## config.mk

```make
export PLATFORM = sky130hd
export DESIGN_NAME = pifr_bank
export DESIGN_NICKNAME = d
export VERILOG_FILES = /design/src/shared/pifr_pkg.sv /design/src/verilog/pifr_flag.sv /design/src/verilog/pifr_edge.sv /design/src/verilog/pifr_bank.sv
export SDC_FILE = /design/constraint.sdc
export NUM_CORES = 1
export LEC_CHECK = 0
export BUFFER_PORTS_ARGS = -buffer_cell sky130_fd_sc_hd__buf_4
export CAP_MARGIN = 20
export CORE_MARGIN = 2
export CORE_UTILIZATION = 35
export CTS_CLUSTER_DIAMETER = 100
export CTS_CLUSTER_SIZE = 24
export DETAILED_ROUTE_END_ITERATION = 8
export PLACE_DENSITY_LB_ADDON = 0.1
export SLEW_MARGIN = 20
export SYNTH_ARGS = -nofsm -noshare
export SYNTH_HDL_FRONTEND = slang
export SYNTH_HIERARCHICAL = 1
export SYNTH_SLANG_ARGS = --single-unit
```

## constraint.sdc

```tcl
create_clock -name hclk -period 1.5 [get_ports hclk]
set_clock_uncertainty 0.05 [all_clocks]
set_input_delay 0.225 -clock hclk [delete_from_list [all_inputs] [get_ports hclk]]
set_output_delay 0.225 -clock hclk [all_outputs]
set_load 0.02 [all_outputs]
```

## src/shared/pifr_pkg.sv

```systemverilog
// package: register map, field layout and state encodings of the second flag bank
package pifr_pkg;
  localparam int unsigned FLAG_W = 8;
  localparam logic [FLAG_W-1:0] FLAG_RESET = 8'h00;
  // flag bit positions
  localparam int unsigned BIT_CELL1 = 0;
  localparam int unsigned BIT_CELL2 = 1;
  localparam int unsigned BIT_CELL3 = 2;
  localparam int unsigned BIT_CELL4 = 3;
  localparam int unsigned BIT_T3_OVF = 4;
  localparam int unsigned BIT_T3_GATE = 5;
  localparam int unsigned BIT_CLK_SW = 6;
  localparam int unsigned BIT_OSC_FAIL = 7;
  // word offsets on the bus
  localparam logic [7:0] OFF_FLAGS = 8'h00;
  localparam logic [7:0] OFF_ENABLE = 8'h04;
  localparam logic [7:0] OFF_STATUS = 8'h08;
  localparam logic [7:0] OFF_CLEAR = 8'h0C;
  localparam int unsigned ADDR_W = 8;
  localparam logic [1:0] HTRANS_NONSEQ = 2'h2;
  localparam logic [1:0] HTRANS_SEQ = 2'h3;
  localparam logic [31:0] RDATA_ZERO = 32'h0000_0000;
  // bus data phase states, gray along idle -> write -> read path
  typedef enum logic [1:0] {
    PIFR_IDLE = 2'h0,
    PIFR_WRITE = 2'h1,
    PIFR_READ = 2'h3
  } pifr_phase_t;
endpackage

```

## src/verilog/pifr_flag.sv

```systemverilog
`timescale 1ns/1ps
// one sticky flag bit: hardware set beats software clear
module pifr_flag (
  input wire logic hclk, // system clock
  input wire logic hresetn, // async reset, active low
  input wire logic set_evt, // hardware event pulse or level
  input wire logic sw_write, // software writes this bit
  input wire logic sw_value, // value written
  output logic flag // current flag
);
  logic flag_reg;
  logic flag_next;

  always_comb begin
    flag_next = flag_reg;
    if (sw_write) begin
      flag_next = sw_value;
    end
    // set wins over a clear in the same cycle
    if (set_evt) begin
      flag_next = 1'b1;
    end
  end

  always_ff @(posedge hclk or negedge hresetn) begin
    if (!hresetn) begin
      flag_reg <= 1'b0;
    end else begin
      flag_reg <= flag_next;
    end
  end

  assign flag = flag_reg;
endmodule

```

## src/verilog/pifr_edge.sv

```systemverilog
`timescale 1ns/1ps
// rising or falling edge detector on a synchronous level
module pifr_edge #(
  parameter bit FALLING = 1'b0 // detect high-to-low when set
) (
  input wire logic hclk, // system clock
  input wire logic hresetn, // async reset, active low
  input wire logic level_in, // synchronous level
  output logic edge_pulse // one cycle per detected edge
);
  logic last_reg;
  logic last_next;

  always_comb begin
    last_next = level_in;
  end

  always_ff @(posedge hclk or negedge hresetn) begin
    if (!hresetn) begin
      // start on the side that never fires, so a level held over reset is no edge
      last_reg <= ~FALLING;
    end else begin
      last_reg <= last_next;
    end
  end

  assign edge_pulse = FALLING ? (last_reg & ~level_in) : (~last_reg & level_in);
endmodule

```

## src/verilog/pifr_bank.sv

```systemverilog
`timescale 1ns/1ps
// second peripheral interrupt request flag bank with AHB-Lite slave
module pifr_bank (
  input wire logic hclk, // system clock, 100 MHz
  input wire logic hresetn, // async reset, active low
  input wire logic hsel, // slave select
  input wire logic [31:0] haddr, // byte address
  input wire logic [1:0] htrans, // transfer type
  input wire logic hwrite, // write when high
  input wire logic [2:0] hsize, // transfer size
  input wire logic [31:0] hwdata, // write data
  input wire logic hready, // bus ready in
  output logic [31:0] hrdata, // read data
  output logic hreadyout, // slave ready
  output logic hresp, // always okay
  input wire logic osc_fail_evt, // clock monitor saw a failed oscillator
  input wire logic clock_switch_done_evt, // switch done, new oscillator ready
  input wire logic timer_three_gate, // timer-3 gate level, high while open
  input wire logic timer_three_overflow, // timer-3 overflow pulse
  input wire logic logic_cell4_output, // cell 4 interrupt condition met
  input wire logic logic_cell3_output, // cell 3 interrupt condition met
  input wire logic logic_cell2_output, // cell 2 interrupt condition met
  input wire logic logic_cell1_output, // cell 1 interrupt condition met
  output logic [7:0] irq_flags, // registered copy of the flag bank, one cycle behind
  output logic irq // level, any enabled flag set
);
  localparam int unsigned W = pifr_pkg::FLAG_W;

  pifr_pkg::pifr_phase_t phase_reg;
  pifr_pkg::pifr_phase_t phase_next;
  logic [pifr_pkg::ADDR_W-1:0] addr_reg;
  logic [pifr_pkg::ADDR_W-1:0] addr_next;
  logic [W-1:0] enable_reg;
  logic [W-1:0] enable_next;
  logic [31:0] hrdata_reg;
  logic [31:0] hrdata_next;
  logic irq_reg;
  logic irq_next;
  logic hreadyout_reg;
  logic hreadyout_next;
  logic hresp_reg;
  logic hresp_next;
  logic [W-1:0] flags_out_reg;
  logic [W-1:0] set_vec;
  logic [W-1:0] flags;
  logic [W-1:0] sw_write;
  logic [W-1:0] sw_value;
  logic gate_closed;
  logic access;

  assign access = hsel & hready &
    ((htrans == pifr_pkg::HTRANS_NONSEQ) | (htrans == pifr_pkg::HTRANS_SEQ));

  // gate closing is the falling edge of the gate level
  pifr_edge #(
    .FALLING(1'b1)
  ) u_gate_edge (
    .hclk(hclk),
    .hresetn(hresetn),
    .level_in(timer_three_gate),
    .edge_pulse(gate_closed)
  );

  // events feed the flags whatever the enable register holds
  always_comb begin
    set_vec = '0;
    set_vec[pifr_pkg::BIT_OSC_FAIL] = osc_fail_evt;
    set_vec[pifr_pkg::BIT_CLK_SW] = clock_switch_done_evt;
    set_vec[pifr_pkg::BIT_T3_GATE] = gate_closed;
    set_vec[pifr_pkg::BIT_T3_OVF] = timer_three_overflow;
    set_vec[pifr_pkg::BIT_CELL4] = logic_cell4_output;
    set_vec[pifr_pkg::BIT_CELL3] = logic_cell3_output;
    set_vec[pifr_pkg::BIT_CELL2] = logic_cell2_output;
    set_vec[pifr_pkg::BIT_CELL1] = logic_cell1_output;
  end

  // software writes land on the data phase of the flag or clear word
  always_comb begin
    sw_write = '0;
    sw_value = hwdata[W-1:0];
    if (phase_reg == pifr_pkg::PIFR_WRITE) begin
      if (addr_reg == pifr_pkg::OFF_FLAGS) begin
        sw_write = '1;
      end else if (addr_reg == pifr_pkg::OFF_CLEAR) begin
        // write-one-to-clear, zeros leave the bit alone
        sw_write = hwdata[W-1:0];
        sw_value = '0;
      end
    end
  end

  genvar g;
  generate
    for (g = 0; g < W; g++) begin : g_flag
      pifr_flag u_flag (
        .hclk(hclk),
        .hresetn(hresetn),
        .set_evt(set_vec[g]),
        .sw_write(sw_write[g]),
        .sw_value(sw_value[g]),
        .flag(flags[g])
      );
    end
  endgenerate

  always_comb begin
    phase_next = pifr_pkg::PIFR_IDLE;
    addr_next = addr_reg;
    if (access) begin
      phase_next = hwrite ? pifr_pkg::PIFR_WRITE : pifr_pkg::PIFR_READ;
      addr_next = haddr[pifr_pkg::ADDR_W-1:0];
    end
  end

  always_comb begin
    enable_next = enable_reg;
    hrdata_next = pifr_pkg::RDATA_ZERO;
    // no wait states and no error responses
    hreadyout_next = 1'b1;
    hresp_next = 1'b0;
    case (phase_reg)
      pifr_pkg::PIFR_WRITE: begin
        if (addr_reg == pifr_pkg::OFF_ENABLE) begin
          enable_next = hwdata[W-1:0];
        end
      end
      default: begin
      end
    endcase
    // read data is registered in the address phase, valid next cycle
    if (access && !hwrite) begin
      case (haddr[pifr_pkg::ADDR_W-1:0])
        pifr_pkg::OFF_FLAGS: hrdata_next = {24'h000000, flags};
        pifr_pkg::OFF_STATUS: hrdata_next = {24'h000000, flags};
        pifr_pkg::OFF_ENABLE: hrdata_next = {24'h000000, enable_reg};
        default: hrdata_next = pifr_pkg::RDATA_ZERO;
      endcase
    end
    // enables only gate the output line, never the flags
    irq_next = |(flags & enable_reg);
  end

  always_ff @(posedge hclk or negedge hresetn) begin
    if (!hresetn) begin
      phase_reg <= pifr_pkg::PIFR_IDLE;
      addr_reg <= '0;
      enable_reg <= pifr_pkg::FLAG_RESET;
      hrdata_reg <= pifr_pkg::RDATA_ZERO;
      irq_reg <= 1'b0;
      flags_out_reg <= pifr_pkg::FLAG_RESET;
      hreadyout_reg <= 1'b1;
      hresp_reg <= 1'b0;
    end else begin
      phase_reg <= phase_next;
      addr_reg <= addr_next;
      enable_reg <= enable_next;
      hrdata_reg <= hrdata_next;
      irq_reg <= irq_next;
      flags_out_reg <= flags;
      hreadyout_reg <= hreadyout_next;
      hresp_reg <= hresp_next;
    end
  end

  assign hrdata = hrdata_reg;
  assign hreadyout = hreadyout_reg;
  assign hresp = hresp_reg;
  assign irq = irq_reg;
  assign irq_flags = flags_out_reg;
endmodule

```

# Yosys cells after proc, flatten, opt, wreduce, memory -nomap -nowiden

Cells that the tools add are included.

Input bits: 82
Register bits after elaboration: 68
Output and inout port bits: 43
Logic and storage cells: 69

Mux-type cells: 26
Reductions and logical operators: 15
Bitwise logic cells: 6
Eq/ne operators: 7

Operators with widths:

| kind                                          | number |
|---|---|
| two-way mux 8 bit                             | 7 |
| == test 8 x 3 -> 1 bit, second input constant | 2 |
| == test 8 x 4 -> 1 bit, second input constant | 2 |
| logical NOT 8 bit                             | 2 |
| two-way mux 1 bit                             | 16 |
| one-hot mux 8 bit (2 select lines)            | 1 |
| nonzero test 2 bit                            | 8 |
| AND 8 bit                                     | 1 |
| OR reduction 8 bit                            | 1 |
| == test 2 bit, second input constant          | 2 |
| two-way mux 2 bit                             | 2 |
| AND 1 bit                                     | 3 |
| == test 2 x 1 -> 1 bit, second input constant | 1 |
| AND reduction 2 bit                           | 1 |
| OR reduction 2 bit                            | 1 |
| logical AND 1 bit                             | 1 |
| logical NOT 1 bit                             | 1 |
| inverter 1 bit                                | 1 |
| bitwise OR 1 bit                              | 1 |

# Depth between registers and ports, before layout

Depth after elaboration: 6
Mapped depth: 6
Depth with buffers taken out: 5

# Hierarchy

Netlist, hierarchy kept.

Modules (own cells, without submodules):

| module    | sequential area each (sq um) | instances | area each (sq um) | cells each |
|---|---|---|---|---|
| pifr_bank | 875.8                        | 1         | 1,675.4           | 149 |
| pifr_flag | 25.0                         | 8         | 40.0              | 3 |
| pifr_edge | 25.0                         | 1         | 38.8              | 2 |

# Worst setup path before layout

No wires, ideal clock.

Kind: reg2reg
Start point: reg addr_reg[1] (netlist bit)
End point: reg g_flag[0].u_flag.flag_reg
Clock period less this slack: 1,604 ps
Cell stages (with the launch flop): 6
Library setup time: 124 ps
Path buffers: 0
Path slack: -104 ps
Data arrival time: 1,430 ps
Data required time: 1,326 ps
Path through: dfrtp_1 nor4b_4 nand2_1 a21oi_1 nor2b_1 a211o_1

Elaborated cells on any way between the ends: 11
Those cells by class: eq/ne (1); mux (8); reduce/logical (2)

RTL lines:

| item                           | RTL line         | RTL |
|---|---|---|
| start, declared                | pifr_bank.sv:31  | `logic [pifr_pkg::ADDR_W-1:0] addr_reg;` |
| start signal, assigned         | pifr_bank.sv:155 | `addr_reg <= addr_next;` |
| == test 8 x 4 -> 1 bit         | pifr_bank.sv:84  | `end else if (addr_reg == pifr_pkg::OFF_CLEAR) begin` |
| two-way mux 8 bit              | pifr_bank.sv:84  |  |
| two-way mux 8 bit *            | pifr_bank.sv:82  | `if (addr_reg == pifr_pkg::OFF_FLAGS) begin` |
| two-way mux 8 bit *            | pifr_bank.sv:81  | `if (phase_reg == pifr_pkg::PIFR_WRITE) begin` |
| named net sw_write[0]          | pifr_bank.sv:46  | `logic [W-1:0] sw_write;` |
| nonzero test 2 bit (no line) * | -                |  |
| end signal, assigned           | pifr_flag.sv:29  | `flag_reg <= flag_next;` |
| end, declared                  | pifr_flag.sv:11  | `logic flag_reg;` |

Mark *: on every way through the listed nets, which the timed path passes. The rest lies on a longest branch. The select of a mux whose other input is x is not followed.
A chain may end at the register's enable or synchronous reset.

# Final worst setup path

Start point: reg addr_reg[7] (netlist bit)
End point: reg enable_reg[7]

Longest elaborated chain between the ends: 2

RTL lines:

| item                          | RTL line         | RTL |
|---|---|---|
| == test 8 x 3 -> 1 bit        | pifr_bank.sv:123 | `if (addr_reg == pifr_pkg::OFF_ENABLE) begin` |
| AND reduction 2 bit (no line) | -                |  |
| end signal, assigned          | pifr_bank.sv:147 | `enable_reg <= pifr_pkg::FLAG_RESET;` |
| end signal, assigned          | pifr_bank.sv:156 | `enable_reg <= enable_next;` |
| end, declared                 | pifr_bank.sv:33  | `logic [W-1:0] enable_reg;` |

No other way between the ends.

==> out/metrics.yaml <==
logic_synthesis:
  yosys.area.top_type: "dfrtp_1"
  synth.top_cell.area_share_pct: 54.1
  yosysSeqAreaShare_pct: 54.1
  synth_warnings: 6
  synth_cell_type_count: 24
  synth_area_sq_mm: 0.00203
  synth_area_per_cell_sq_um: 11.6
  netlist_instances: 175
  ys_ff_latch: 44
  synth_area_leaders: "dfrtp_1, buf_4, mux2_2, nor2b_1, a21oi_1"
worst_setup_path:
  cpMaxStageDelayCell: "dfrtp_1"
  cp.arrival_ns: 1.78
  reg2reg_to: "enable_reg[7]"
  cp-end-kind: "flip-flop"
  crit_path_max_incr_delay_ns: 0.41
  critPathMostFrequentCell: "buf_4"
  cp_max_fo: 8
  worstPathCellList: "nor4_4 -> buf_4 -> buf_4 -> nand4b_4 -> mux2_2"
  path_class: "flip-flop to flip-flop"
  r2r_setup_slack_ns: -0.15
  cp-start-kind: "flip-flop"
  reg2reg_depth: 5
  crit_required_ns: 1.63
  worstReg2RegStart: "addr_reg[7]"
sta:
  fin_setup_tns_ns: -2.05
  drv_slew: 0
  slew_headroom_pct: 63.0
  min_period_over_period_pct: 110
  fmax_ghz: 0.607
  min_period_ns: 1.65
  hold_viol: 0
  final.setup.worst_slack_ns: -0.147
  setup_viol_count_final: 16
  tightest_slew_ns: 0.555
  rsz0062_at_grt: "yes"
  worst_hold_slack_ns: 0.0233
clock_network:
  clock-root-buffer: "clkbuf_8"
  cts_buffer_depth: 2
  insertion_delay_ns: 0.29
  cts_made_buffers: 5
  clk_pin_slew_ns: 0.08
  htreeDepth: 2
  clock_sinks: 44
  cts_tree: "built"
power_and_ir_drop:
  p_sw_uw: 659
  p_total_mw: 2.48
  pwr-share-clk_pct: 30.4
  power.density_mw_per_mm2: 921
  p_seq_share_pct: 53.1
  p_int_mw: 1.82
  power_frac_comb_pct: 16.5
  p_leak_nw: 1.22
  vdd_drop_max_mv: 0.326
  switching_share_pct: 26.6
route:
  drt_wl_total_um: 4400
  wl_per_cell_um: 13.8
  drt_iter0_markers: 19
  via_per_inst: 4.53
  first_pass_iters: 4
  via_count: 1442
  antenna_left: 0
  route.detailed.drc: 0
layout:
  ff_latch_area_sq_mm: 0.00110
  fin_area_sq_mm: 0.00269
  layoutNonFillerInstCount: 318
  layout-drive-gt1-share_pct: 45.9
  finalNetCount: 327
  multiInputGateArea_sq_um: 885
  syn_to_final_growth_pct: 32.2
  num-fill-cells: 553
  utilization_pct: 48.3
  antennaDiodeCount: 0
global_routing:
  grt_pass1_wl_um: 7130
  grt_overflow: 0
  grt_usage_pct: 14.6
  grt_pass1_vias: 1453
  antenna_found_initial: 0
  grt_max_degree: 45
floorplan:
  dieArea_sq_mm: 0.00644
  ioPinCount: 125
  start_util_pct: 36.5
  coreArea_sq_mm: 0.00557
  num_rows: 27
  die_w_um: 80.2
  dieHeight_um: 80.2
run_status:
  violations: "negative setup slack"
  status: "complete, but fails checks"
hold_path:
  hold_class: "input pin to flip-flop"
  holdPathEnd: "u_gate_edge/last_reg"
  min_path_cells: 1
  holdCritStartpoint: "timer_three_gate"
placed_design:
  pre_cts_ws_ns: -0.257
  dp.cells: 306
  io_buffers: 46
  hpwlAfterDp_um: 3160
  place_area_sq_mm: 0.00249
  gp_congestion: 0.770
run:
  cap_violations: 0
-- synthesized netlist by cell type, drive strengths merged --
cell	number
clkbuf	1
nand4	1
nand3	2
nor2b	18
dfrtp	44
buf	28
clkinv	1
a211o	8
nand4b	2
a22oi	4
nand2	9
or2	1
nor2	10
mux2	16
nor4	2
and2	9
conb	2
a21oi	16
nor4b	1
-- cells by family (layout without fill, tap and decap cells) --
family,Yosys count,after routing,synth area share (%)
other,2,26,0.369
buffers and inverters,30,77,10.4
DFF,44,44,54.1
muxes,16,16,8.86
and+or+nand+nor,55,55,17.4
AOI/OAI and AO/OA,28,28,8.86
-- power groups by stage --
| stage | clock network, mW | registers [mW] | logic [mW] |
|---|---|---|---|
| global placement | 0 | 1.33 | 0.364 |
| floorplan | 0 | 1.33 | 0.268 |
| global route | 0.843 | 1.33 | 0.444 |
| finish | 0.752 | 1.32 | 0.409 |
| detailed placement | 0 | 1.34 | 0.373 |
| CTS | 0.787 | 1.32 | 0.405 |
-- critical path, delay by kind of cell, from the launching register on --
family | cells | cell delay [ns]
AND/OR/NAND/NOR | 2 | 0.44
flip-flops | 1 | 0.41
multiplexers | 1 | 0.33
buffers and inverters | 2 | 0.28
-- cell usage in the layout (no fill, tap or decap), types with 2 or more instances in the layout --
master     n
and2_4     8
buf_4     65
clkbuf_8   6
a21oi_2    7
conb_1    26
clkbuf_1   2
nor2_1    10
a21oi_1    8
a22oi_1    4
dfrtp_1   44
mux2_2    16
a211o_1    8
nand2_1    7
buf_6      2
nor2b_1   17
-- final cells by class --
class / count / share of cell area [%]
repair buffers: 68 / 19.3
flip-flops and latches: 44 / 40.9
clock buffers: 8 / 3.35
multi-input cells: 125 / 32.9
inverters: 1 / 0.140
well taps: 72 / 3.35
-- per-layer routing --
layer / vias up / global-route usage [%] / wire length [um]
met4: 0 / 6.95 / 77
met2: 55 / 24.4 / 2180
met3: 6 / 2.70 / 267
met5: - / 0 / 0
li1: 681 / - / -
met1: 700 / 18.0 / 1880
-- worst max path at each step --
stage                     start  slack (ns)                     to  cells past startpoint
floorplan           addr_reg[5]       -0.07  g_flag[0].u_flag/flag                      5
global placement    addr_reg[5]       -0.22  g_flag[5].u_flag/flag                      5
detailed placement  addr_reg[5]       -0.26  g_flag[5].u_flag/flag                      5
CTS                 addr_reg[1]       -0.23          enable_reg[7]                      4
global route        addr_reg[7]       -0.21  g_flag[5].u_flag/flag                      6
finish              addr_reg[7]       -0.15          enable_reg[7]                      5
-- timing repair --
item | in CTS | in global routing
resized for setup | 19 | 2
hold buffers | 1 | 0
pin swaps | 20 | 3
endpoints found under the hold margin | 44 | 0
endpoints found under the setup margin | 16 | 16
buffers inserted | 2 | 1
Power figures use the tool's default switching activity.
